==> src/logic/wgr_params.svh <==
`ifndef WGR_PARAMS_SVH
`define WGR_PARAMS_SVH
// Register byte offsets: group in address bits 5:4, channel or index in 3:2
`define WGR_GRP_FCFG   2'h0
`define WGR_GRP_LIM    2'h1
`define WGR_GRP_MISC   2'h2
`define WGR_GRP_CODE   2'h3
`define WGR_IDX_SHARED 2'h0
`define WGR_IDX_ACTION 2'h1
`define WGR_IDX_STATE  2'h2
// Channel function settings fields
`define WGR_WAVE       2:0
`define WGR_RATE       6:3
`define WGR_INC        9:7
`define WGR_PHASE      11:10
`define WGR_GAIN       14:12
// Limit register fields
`define WGR_LO         11:0
`define WGR_HI         27:16
// Shared settings and action strobe fields
`define WGR_SH_PROT    0
`define WGR_SH_PINRST  1
`define WGR_ACT_RST    3:0
`define WGR_ACT_KEY    7:4
`define WGR_ACT_PROG   8
// Codes
`define WGR_WAVE_TRI   3'h0
`define WGR_WAVE_SAW   3'h1
`define WGR_WAVE_INV   3'h2
`define WGR_WAVE_SINE  3'h4
`define WGR_RST_CODE   4'ha
`define WGR_KEY_CODE   4'h5
// Factory reset values
`define WGR_FCFG_RST   16'h0000
`define WGR_LIM_RST    32'h0fff_0000
`define WGR_SHARED_RST 2'h0
// Store check
`define WGR_CRC_POLY   16'h1021
`define WGR_CRC_INIT   16'hffff
`define WGR_NVM_LAST   4'h8
// Sine table
`define WGR_SINE_LAST  5'h17
`define WGR_PHASE_STEP 5'h06
// Timing: clock period and step periods in ns
`define WGR_CLK_NS     4
`define WGR_NS2CYC(t)  (((t) + `WGR_CLK_NS - 1) / `WGR_CLK_NS)
`define WGR_STEP_NS_1  4000
`define WGR_STEP_NS_2  8000
`define WGR_STEP_NS_3  12000
`define WGR_STEP_NS_4  18000
`define WGR_STEP_NS_5  27000
`define WGR_STEP_NS_6  40500
`define WGR_STEP_NS_7  60750
`define WGR_STEP_NS_8  91130
`define WGR_STEP_NS_9  136690
`define WGR_STEP_NS_10 239200
`define WGR_STEP_NS_11 418610
`define WGR_STEP_NS_12 732560
`define WGR_STEP_NS_13 1281980
`define WGR_STEP_NS_14 2563960
`define WGR_STEP_NS_15 5127920
`endif

==> src/logic/wgr_pkg.sv <==
package wgr_pkg;
  // Boot and store sequencer
  typedef enum logic [4:0] {
    wgr_st_run   = 5'b00001,
    wgr_st_boot  = 5'b00010,
    wgr_st_crc   = 5'b00100,
    wgr_st_apply = 5'b01000,
    wgr_st_prog  = 5'b10000
  } wgr_boot_e;

  // Per-channel output to the converter
  typedef struct packed {
    logic [11:0] code;
    logic [2:0]  gain;
  } wgr_chan_s;

  // Whole block state
  typedef struct packed {
    wgr_boot_e        boot;
    logic [3:0]       widx;
    logic [15:0]      crc;
    logic             prog;
    logic             unlock;
    logic             ualarm;
    logic             falarm;
    logic [3:0][15:0] fcfg;
    logic [3:0][31:0] lim;
    logic [1:0]       shared;
    logic [3:0][15:0] nfcfg;
    logic [3:0][31:0] nlim;
    logic [1:0]       nshared;
    logic [15:0]      ncrc;
    logic [3:0][11:0] code;
    logic [3:0]       down;
    logic [3:0][4:0]  sidx;
    logic [3:0][20:0] cnt;
    logic             waitreq;
    logic [31:0]      rdata;
    logic             rs1;
    logic             rs2;
    logic             rprev;
    logic             us1;
    logic             us2;
    logic             fs1;
    logic             fs2;
  } wgr_state_s;
endpackage

==> src/logic/wgr_core.sv <==
`timescale 1ns/1ns
`include "wgr_params.svh"

module wgr_core #(
  parameter int unsigned STEP_CYC [16] = '{1,
    `WGR_NS2CYC(`WGR_STEP_NS_1),  `WGR_NS2CYC(`WGR_STEP_NS_2),  `WGR_NS2CYC(`WGR_STEP_NS_3),
    `WGR_NS2CYC(`WGR_STEP_NS_4),  `WGR_NS2CYC(`WGR_STEP_NS_5),  `WGR_NS2CYC(`WGR_STEP_NS_6),
    `WGR_NS2CYC(`WGR_STEP_NS_7),  `WGR_NS2CYC(`WGR_STEP_NS_8),  `WGR_NS2CYC(`WGR_STEP_NS_9),
    `WGR_NS2CYC(`WGR_STEP_NS_10), `WGR_NS2CYC(`WGR_STEP_NS_11), `WGR_NS2CYC(`WGR_STEP_NS_12),
    `WGR_NS2CYC(`WGR_STEP_NS_13), `WGR_NS2CYC(`WGR_STEP_NS_14), `WGR_NS2CYC(`WGR_STEP_NS_15)}
) (
  input  wire logic              mclk,
  input  wire logic              rst_b,
  input  wire logic              ce,
  input  wire logic [5:0]        avs_address,
  input  wire logic              avs_read,
  input  wire logic              avs_write,
  input  wire logic [31:0]       avs_writedata,
  output logic [31:0]            avs_readdata,
  output logic                   avs_waitrequest,
  input  wire logic              reset_pin_n,
  input  wire logic              ustore_fault,
  input  wire logic              fstore_fault,
  output wgr_pkg::wgr_chan_s [3:0] chan_out
);

  // ****************************************
  // Helper functions
  // ****************************************

  // Code increment table
  function automatic logic [11:0] inc_dec(input logic [2:0] sel);
    case (sel)
      3'h0:    return 12'h001;
      3'h1:    return 12'h002;
      3'h2:    return 12'h003;
      3'h3:    return 12'h004;
      3'h4:    return 12'h006;
      3'h5:    return 12'h008;
      3'h6:    return 12'h010;
      default: return 12'h020;
    endcase
  endfunction

  // Last count of the dwell counter for a step period
  function automatic logic [20:0] step_last(input logic [3:0] sel);
    return 21'(STEP_CYC[sel] - 1);
  endfunction

  // Fixed sine points; amplitude only through the gain field downstream
  function automatic logic [11:0] sine_pt(input logic [4:0] idx);
    case (idx)
      5'h00:   return 12'h800;
      5'h01:   return 12'h9a8;
      5'h02:   return 12'hb33;
      5'h03:   return 12'hc87;
      5'h04:   return 12'hd8b;
      5'h05:   return 12'he2f;
      5'h06:   return 12'he66;
      5'h07:   return 12'he2f;
      5'h08:   return 12'hd8b;
      5'h09:   return 12'hc87;
      5'h0a:   return 12'hb33;
      5'h0b:   return 12'h9a8;
      5'h0c:   return 12'h800;
      5'h0d:   return 12'h658;
      5'h0e:   return 12'h4cd;
      5'h0f:   return 12'h379;
      5'h10:   return 12'h275;
      5'h11:   return 12'h1d1;
      5'h12:   return 12'h19a;
      5'h13:   return 12'h1d1;
      5'h14:   return 12'h275;
      5'h15:   return 12'h379;
      5'h16:   return 12'h4cd;
      default: return 12'h658;
    endcase
  endfunction

  // One 32-bit word through CRC-16-CCITT, MSB first
  function automatic logic [15:0] crc16(input logic [15:0] c, input logic [31:0] d);
    logic [15:0] r;
    r = c;
    for (int b = 31; b >= 0; b--) begin
      r = (r[15] ^ d[b]) ? ({r[14:0], 1'b0} ^ `WGR_CRC_POLY) : {r[14:0], 1'b0};
    end
    return r;
  endfunction

  // Word of the store image by index
  function automatic logic [31:0] nvm_word(input wgr_pkg::wgr_state_s s, input logic [3:0] i);
    if (i < 4'h4) begin
      return {16'h0000, s.nfcfg[i[1:0]]};
    end else if (i < 4'h8) begin
      return s.nlim[i[1:0]];
    end
    return {30'h0000_0000, s.nshared};
  endfunction

  // Read decode
  function automatic logic [31:0] rd_word(input wgr_pkg::wgr_state_s s, input logic [5:0] a);
    case (a[5:4])
      `WGR_GRP_FCFG: return {16'h0000, s.fcfg[a[3:2]]};
      `WGR_GRP_LIM:  return s.lim[a[3:2]];
      `WGR_GRP_CODE: return {20'h0_0000, s.code[a[3:2]]};
      default: begin
        case (a[3:2])
          `WGR_IDX_SHARED: return {30'h0000_0000, s.shared};
          `WGR_IDX_STATE:  return {29'h0000_0000, s.boot != wgr_pkg::wgr_st_run,
                                   s.falarm, s.ualarm};
          default:         return 32'h0000_0000;
        endcase
      end
    endcase
  endfunction

  // ****************************************
  // State
  // ****************************************

  localparam wgr_pkg::wgr_state_s ST_RST = '{
    boot:    wgr_pkg::wgr_st_prog,
    lim:     {4{`WGR_LIM_RST}},
    nlim:    {4{`WGR_LIM_RST}},
    waitreq: 1'b1,
    rs1:     1'b1,
    rs2:     1'b1,
    rprev:   1'b1,
    default: '0
  };

  wgr_pkg::wgr_state_s st_ff;
  wgr_pkg::wgr_state_s nxt_st;
  logic [3:0]          restart;
  logic                wr_take;
  logic                locked;
  logic                pin_fall;
  logic                is_action;

  // Write lands on the edge where the master sees waitrequest low
  assign wr_take   = avs_write & ~st_ff.waitreq;
  assign locked    = st_ff.shared[`WGR_SH_PROT] & ~st_ff.unlock;
  assign is_action = (avs_address[5:4] == `WGR_GRP_MISC) && (avs_address[3:2] == `WGR_IDX_ACTION);
  // Falling edge only; rising edge is ignored
  assign pin_fall  = st_ff.rprev & ~st_ff.rs2 & st_ff.shared[`WGR_SH_PINRST];

  // ****************************************
  // Next-state logic
  // ****************************************

  always_comb begin
    logic [11:0] lo;
    logic [11:0] hi;
    logic [11:0] inc;
    logic [12:0] sum;
    logic [12:0] lo_inc;
    logic [4:0]  nidx;
    logic        ubad;
    lo      = '0;
    hi      = '0;
    inc     = '0;
    sum     = '0;
    lo_inc  = '0;
    nidx    = '0;
    ubad    = 1'b0;
    nxt_st  = st_ff;
    restart = '0;

    // Pin inputs, two flops before use
    nxt_st.rs1   = reset_pin_n;
    nxt_st.rs2   = st_ff.rs1;
    nxt_st.rprev = st_ff.rs2;
    nxt_st.us1   = ustore_fault;
    nxt_st.us2   = st_ff.us1;
    nxt_st.fs1   = fstore_fault;
    nxt_st.fs2   = st_ff.fs1;

    // Bus answers only while running; host is held off during boot
    nxt_st.waitreq = 1'b1;
    if ((st_ff.boot == wgr_pkg::wgr_st_run) && (avs_read | avs_write) && st_ff.waitreq) begin
      nxt_st.waitreq = 1'b0;
      nxt_st.rdata   = rd_word(st_ff, avs_address);
    end

    // Register writes
    if (wr_take) begin
      if (is_action) begin
        if (avs_writedata[`WGR_ACT_KEY] == `WGR_KEY_CODE) begin
          nxt_st.unlock = 1'b1;
        end
        if (avs_writedata[`WGR_ACT_RST] == `WGR_RST_CODE) begin
          nxt_st.boot = wgr_pkg::wgr_st_boot;
        end else if (avs_writedata[`WGR_ACT_PROG] && !locked) begin
          nxt_st.boot = wgr_pkg::wgr_st_prog;
        end
      end else if (!locked) begin
        case (avs_address[5:4])
          `WGR_GRP_FCFG: begin
            nxt_st.fcfg[avs_address[3:2]] = avs_writedata[15:0];
            restart[avs_address[3:2]]     = 1'b1;
          end
          `WGR_GRP_LIM: begin
            nxt_st.lim[avs_address[3:2]] = avs_writedata & {4'h0, 12'hfff, 4'h0, 12'hfff};
            restart[avs_address[3:2]]    = 1'b1;
          end
          `WGR_GRP_MISC: begin
            if (avs_address[3:2] == `WGR_IDX_SHARED) begin
              nxt_st.shared = avs_writedata[1:0];
            end
          end
          default: ;
        endcase
      end
    end

    // Boot and store sequencer
    case (st_ff.boot)
      wgr_pkg::wgr_st_run: ;
      wgr_pkg::wgr_st_boot: begin
        nxt_st.ualarm = 1'b0;
        nxt_st.falarm = 1'b0;
        nxt_st.unlock = 1'b0;
        nxt_st.widx   = '0;
        nxt_st.crc    = `WGR_CRC_INIT;
        nxt_st.prog   = 1'b0;
        nxt_st.boot   = wgr_pkg::wgr_st_crc;
      end
      wgr_pkg::wgr_st_prog: begin
        // Copy live settings into the store, then sign them
        nxt_st.nfcfg   = st_ff.fcfg;
        nxt_st.nlim    = st_ff.lim;
        nxt_st.nshared = st_ff.shared;
        nxt_st.widx    = '0;
        nxt_st.crc     = `WGR_CRC_INIT;
        nxt_st.prog    = 1'b1;
        nxt_st.boot    = wgr_pkg::wgr_st_crc;
      end
      wgr_pkg::wgr_st_crc: begin
        // Readback fault flips bit 0 of every word seen by the boot check; a store programming pass is not affected
        nxt_st.crc  = crc16(st_ff.crc, nvm_word(st_ff, st_ff.widx)
                            ^ {31'h0000_0000, st_ff.us2 & ~st_ff.prog});
        nxt_st.widx = st_ff.widx + 4'h1;
        if (st_ff.widx == `WGR_NVM_LAST) begin
          nxt_st.boot = wgr_pkg::wgr_st_apply;
        end
      end
      wgr_pkg::wgr_st_apply: begin
        nxt_st.boot = wgr_pkg::wgr_st_run;
        if (st_ff.prog) begin
          nxt_st.ncrc = st_ff.crc;
        end else begin
          ubad    = st_ff.crc != st_ff.ncrc;
          restart = 4'hf;
          if (ubad | st_ff.fs2) begin
            nxt_st.fcfg   = {4{`WGR_FCFG_RST}};
            nxt_st.lim    = {4{`WGR_LIM_RST}};
            nxt_st.shared = `WGR_SHARED_RST;
            nxt_st.ualarm = ubad;
            nxt_st.falarm = st_ff.fs2;
          end else begin
            nxt_st.fcfg   = st_ff.nfcfg;
            nxt_st.lim    = st_ff.nlim;
            nxt_st.shared = st_ff.nshared;
          end
        end
      end
      default: nxt_st.boot = wgr_pkg::wgr_st_boot;
    endcase

    if (pin_fall) begin
      nxt_st.boot = wgr_pkg::wgr_st_boot;
    end

    // Waveform generators; restart uses the settings about to be registered
    for (int i = 0; i < 4; i++) begin
      lo     = nxt_st.lim[i][`WGR_LO];
      hi     = nxt_st.lim[i][`WGR_HI];
      inc    = inc_dec(nxt_st.fcfg[i][`WGR_INC]);
      if (restart[i]) begin
        nxt_st.cnt[i]  = step_last(nxt_st.fcfg[i][`WGR_RATE]);
        nxt_st.down[i] = 1'b0;
        nxt_st.sidx[i] = 5'(`WGR_PHASE_STEP * nxt_st.fcfg[i][`WGR_PHASE]);
        case (nxt_st.fcfg[i][`WGR_WAVE])
          `WGR_WAVE_INV:  nxt_st.code[i] = hi;
          `WGR_WAVE_SINE: nxt_st.code[i] = sine_pt(nxt_st.sidx[i]);
          default:        nxt_st.code[i] = lo;
        endcase
      end else if (st_ff.boot == wgr_pkg::wgr_st_run) begin
        sum    = {1'b0, st_ff.code[i]} + {1'b0, inc};
        lo_inc = {1'b0, lo} + {1'b0, inc};
        nidx   = (st_ff.sidx[i] == `WGR_SINE_LAST) ? 5'h00 : st_ff.sidx[i] + 5'h01;
        if (st_ff.cnt[i] != 21'h00_0000) begin
          nxt_st.cnt[i] = st_ff.cnt[i] - 21'h00_0001;
        end else begin
          nxt_st.cnt[i] = step_last(st_ff.fcfg[i][`WGR_RATE]);
          case (st_ff.fcfg[i][`WGR_WAVE])
            `WGR_WAVE_SAW: begin
              nxt_st.code[i] = (sum > {1'b0, hi}) ? lo : sum[11:0];
            end
            `WGR_WAVE_INV: begin
              nxt_st.code[i] = ({1'b0, st_ff.code[i]} < lo_inc) ? hi
                                                              : st_ff.code[i] - inc;
            end
            `WGR_WAVE_SINE: begin
              nxt_st.sidx[i] = nidx;
              nxt_st.code[i] = sine_pt(nidx);
            end
            `WGR_WAVE_TRI: begin
              if (!st_ff.down[i]) begin
                nxt_st.code[i] = (sum >= {1'b0, hi}) ? hi : sum[11:0];
                nxt_st.down[i] = sum >= {1'b0, hi};
              end else begin
                nxt_st.code[i] = ({1'b0, st_ff.code[i]} < lo_inc) ? lo : st_ff.code[i] - inc;
                nxt_st.down[i] = !({1'b0, st_ff.code[i]} < lo_inc);
              end
            end
            default: ;
          endcase
        end
      end
    end
  end

  // Clock enable low freezes every flop
  always_ff @(posedge mclk or negedge rst_b) begin
    if (!rst_b) begin
      st_ff <= ST_RST;
    end else if (ce) begin
      st_ff <= nxt_st;
    end
  end

  // ****************************************
  // Outputs
  // ****************************************

  assign avs_readdata    = st_ff.rdata;
  assign avs_waitrequest = st_ff.waitreq;

  // Gain travels with the code; it alone scales the sine
  for (genvar g = 0; g < 4; g++) begin : g_out
    assign chan_out[g].code = st_ff.code[g];
    assign chan_out[g].gain = st_ff.fcfg[g][`WGR_GAIN];
  end

  logic        tk0;
  logic [2:0]  sel0;
  logic [11:0] inc0;
  logic [12:0] sum0;
  assign tk0  = ce && (st_ff.boot == wgr_pkg::wgr_st_run) && (st_ff.cnt[0] == 21'h00_0000)
                && !restart[0];
  assign sel0 = st_ff.fcfg[0][`WGR_WAVE];
  assign inc0 = inc_dec(st_ff.fcfg[0][`WGR_INC]);
  assign sum0 = {1'b0, st_ff.code[0]} + {1'b0, inc0};
endmodule

==> config.mk <==
export PLATFORM = sky130hd
export DESIGN_NAME = wgr_core
export DESIGN_NICKNAME = d
export VERILOG_FILES = /design/src/logic/wgr_pkg.sv /design/src/logic/wgr_core.sv
export VERILOG_INCLUDE_DIRS = /design/src /design/src/logic
export SDC_FILE = /design/constraint.sdc
export NUM_CORES = 2
export LEC_CHECK = 0
export BUFFER_PORTS_ARGS = -buffer_cell sky130_fd_sc_hd__clkbuf_2
export CAP_MARGIN = 20
export CELL_PAD_IN_SITES_DETAIL_PLACEMENT = 0
export CELL_PAD_IN_SITES_GLOBAL_PLACEMENT = 1
export CORE_AREA = 2 2 365 367
export CTS_CLUSTER_SIZE = 24
export DETAILED_ROUTE_END_ITERATION = 10
export DIE_AREA = 0 0 367 369
export HOLD_SLACK_MARGIN = 0.06
export PLACE_DENSITY_LB_ADDON = 0.1
export SYNTH_ARGS = -nofsm -noshare
export SYNTH_HDL_FRONTEND = slang
export SYNTH_SLANG_ARGS = --single-unit
==> constraint.sdc <==
create_clock -name mclk -period 10.5 [get_ports mclk]
set_input_delay 1.05 -clock mclk [delete_from_list [all_inputs] [get_ports mclk]]
set_output_delay 1.05 -clock mclk [all_outputs]
set_load 0.1 [all_outputs]
==> parameters.txt <==
Parameter                              Value

Run status
  Status ... complete, no violations

Clocking
  PostCTS Resize Cnt ... 0
  Number of setup buffers added after CTS ... 0
  Cts-stage hold buffer count ... 0
  CTS buffer count ... 81
  Insertion delay of the later-clocked pin in the worst-skew pair ... 0.72 ns
  TritonCTS clock tree ... yes
  Clk pin slew, worst setup/hold paths ... 0.06 ns
  Clk root buf ... clkbuf_16
  Maximum clock insertion buffer count ... 3
  Number of levels in the clock H-tree ... 3
  # clock sinks ... 629

Floorplan
  Top-level I/O count ... 139
  Die X ... 367 um
  Initial cell density of the core ... 39.9%
  Area enclosed by the die boundary ... 135,000 um2
  Site Rows ... 133
  Area of the core ... 131,000 um2
  Height of the chip ... 369 um

Place
  Placer's final routability congestion estimate ... 0.943
  Number of placed cells counting well taps ... 7,491
  Placed wire-length estimate ... 152,000 um
  Buffers on Ports ... 132

Drt
  Post-DR vias/cell ... 6.07
  WL final ... 205,000 um
  Number of remaining DRC errors ... 0
  Iter 0 DRT Violations ... 4,452
  Via total after detailed routing ... 46,432
  Residual antenna-violating net count after detailed routing ... 0
  Detailed Routing Iterations Pass 1 ... 6
  Routed length per instance ... 26.9 um

Worst setup path
  Cell with the largest stage delay on the worst path ... nor3_4
  Worst setup path category ... register to register
  CP Buf/Inv Count ... 2
  Type of destination of the critical path ... register
  Register-to-Register Path Depth ... 29
  Terminus of the critical flop-to-flop path ... chan_out[33]
  R2r startpoint ... st_ff[617]
  Delay of the slowest critical-path stage ... 0.78 ns
  Biggest fanout along the worst timing path ... 36
  Cell family contributing the most delay on the critical path ... simple AND/OR/NAND/NOR gates
  Required time reported for the critical path endpoint ... 11.09 ns
  Critical path arrival ... 8.92 ns
  Worst-case register-to-register setup slack ... 2.17 ns
  Category of the worst setup path launch point ... register

STA
  Sum of negative setup slack ... 0 ns
  Final hold slack ... 0.273 ns
  Achievable clock frequency ... 0.120 GHz
  Worst clock skew on the final layout ... 0.0547 ns
  Actual slew at the worst max-slew pin ... 1.12 ns
  Count of pins over their slew limit ... 0
  Period utilization ... 79.3%
  Slew Limit Headroom ... 25.2%
  RSZ-0062 raised after global routing ... false
  Final Hold Violating Endpoints ... 0
  Final setup violation count ... 0
  Min Tclk post-route ... 8.33 ns

Final layout
  Count of filler cells inserted in the layout ... 13,118
  Area of combinational cells with multiple inputs ... 33,600 um2
  Register area ... 15,900 um2
  Cell Count, Final, Fillers Out ... 7,647
  Number of nets in the layout ... 6,142
  Final cell utilization of the core ... 43.6%
  Area Growth Syn to Fin ... 9.21%
  Share of post-route cells with drive strength above 1 ... 17.2%

Global route
  Remaining global-route overflow ... 0
  Wire length of the first global-routing pass ... 304,000 um
  Vias in the first global route ... 44,320
  Number of antenna violations at the first check in global routing ... 14
  Total routing usage reported by global routing ... 29.7%
  Pin count of the biggest net entering global routing ... 172

Synthesis
  Nets in the synthesized netlist ... 6,251
  Compound-cell area share of the yosys netlist ... 20.9%
  Proportion of synthesized chip area in sequential cells ... 30.3%
  Synthesized area per cell ... 8.83 um2
  Share of flip-flops with an asynchronous set or reset after synthesis ... 100%
  Multiplexer fraction of the synthesized cell area ... 15.3%
  Post-Synthesis Cells ... 5,930
  Netlist area before placement ... 52,400 um2
  Number of different library cells in the post-synthesis netlist ... 104
  Simple-Gate Fraction of Synth Area ... 14.6%
  Area share of xor/xnor cells in the synthesized design ... 6.19%
  EDFF count, synth ... 0
  Count of state elements after synthesis ... 629
  Warning count from the yosys run ... 0
  Largest family of logic cells by synthesized area ... compound AO/OA/AOI/OAI gates
  Synthesized-area fraction occupied by adder cells ... 6.76%
  Most used flip-flop cell after synthesis ... dfrtp_1

Flow run
  Max-capacitance violation count ... 0

Min path
  Worst Hold Class ... primary input to async pin

Power
  VDD IR-drop max ... 0.366 mV
  Static Leak ... 25.0 nW
  Pwr Density ... 201 nW/um2
  Overall power after layout ... 11.5 mW
==> per-layer routing <==
metal / vias up / wire length, um / GRT usage [%]
li1: 21301 / - / -
met5: - / 74 / 0.214
met2: 1617 / 92600 / 46.4
met1: 23191 / 91700 / 41.6
met3: 315 / 13200 / 4.32
met4: 8 / 7870 / 10.9
==> synth_stat cells, drive strengths merged, types with 127 or more instances <==
cell type	instances	share of area [%]
a21oi	509	4.9
buf	186	2.2
clkbuf	295	2.1
dfrtp	528	25
ha	263	6.3
inv	230	1.6
mux2	275	5.9
mux2i	235	4.5
nand2	551	4.0
nor2	489	3.5
nor3	127	1.2
o21ai	436	4.2
xnor2	210	4.1
==> layout make-up <==
| class | instances | area share (%) |
|---|---|---|
| Sequential cell | 629 | 27.7 |
| Multi-Input combinational cell | 4589 | 58.7 |
| Timing Repair Buffer | 289 | 3.38 |
| Tap cell | 1755 | 3.84 |
| Clock buffer | 122 | 4.02 |
| Inverter | 231 | 1.52 |
| Antenna cell | 6 | 0.0262 |
| Clock inverter | 26 | 0.803 |
==> per-stage QoR <==
step	instance area (um2)	worst slack (ns)
CTS	57200	2.32
global route	57200	1.75
detailed placement	54400	1.83
global placement	54400	1.95
floorplan	52400	3.07
finish	57200	2.17
==> layout by cell type, fill, tap and decap left out, types with 37 or more instances in the layout <==
master	netlist	routed
a21o_1	72	72
clkbuf_16	0	82
mux2_2	274	274
clkbuf_2	2	128
o21ai_0	399	399
ha_1	263	263
nand2_1	549	547
nor2b_1	37	37
nor2_1	483	481
o31ai_1	44	43
o211ai_1	69	69
a211oi_1	64	64
o22ai_1	50	50
a21oi_1	509	506
buf_4	102	153
xor2_1	119	119
xnor2_1	187	187
nor3_1	124	120
o21a_1	70	70
dfrtp_1	528	526
dfstp_2	101	101
a22o_1	94	94
nand3_1	113	111
a31oi_1	71	70
mux2i_1	235	235
inv_1	228	228
mux4_2	113	113
nand2b_1	57	56
nand4_1	50	50
==> state kept, by name, summed over array words and instances (netlist names) <==
signal           count
avs_readdata        32
chan_out            60
avs_waitrequest      1
nxt_st               4
st_ff              529
sel0                 3
==> power breakdown <==
part	internal (mW)	switching (mW)	total, mW
Sequential	2.64	0.283	2.93
Combinational	2.28	3.33	5.61
Clock	1.73	1.23	2.96
==> worst reg2reg max path: cells and delay by family, from the launching register on <==
kind | cells | cell delay [ns]
buffers and inverters | 2 | 0.38
adders and majority gates | 2 | 0.67
DFF | 1 | 0.47
and+or+nand+nor | 13 | 4.05
xor gates and xnor gates | 2 | 0.47
AOI/OAI and AO/OA | 10 | 2.18
==> logic make-up after synthesis <==
family | count (synthesis)
buffers and inverters | 712
adder cells (fa/ha/maj) | 276
flip-flops | 629
AO/OA/AOI/OAI | 1728
XOR/XNOR | 331
AND/OR/NAND/NOR | 1631
multiplexers | 623
==> worst max path at each step <==
stage,from,depth (start not counted),end,slack (ns)
after floorplan,st_ff[625],37,chan_out[29],3.07
after global placement,avs_address[5],30,chan_out[55],1.95
after detailed placement,avs_address[4],28,chan_out[7],1.83
after CTS,st_ff[617],26,chan_out[7],2.32
after global routing,st_ff[619],26,chan_out[7],1.75
final,st_ff[617],29,chan_out[33],2.17
Power figures use the tool's default switching activity.
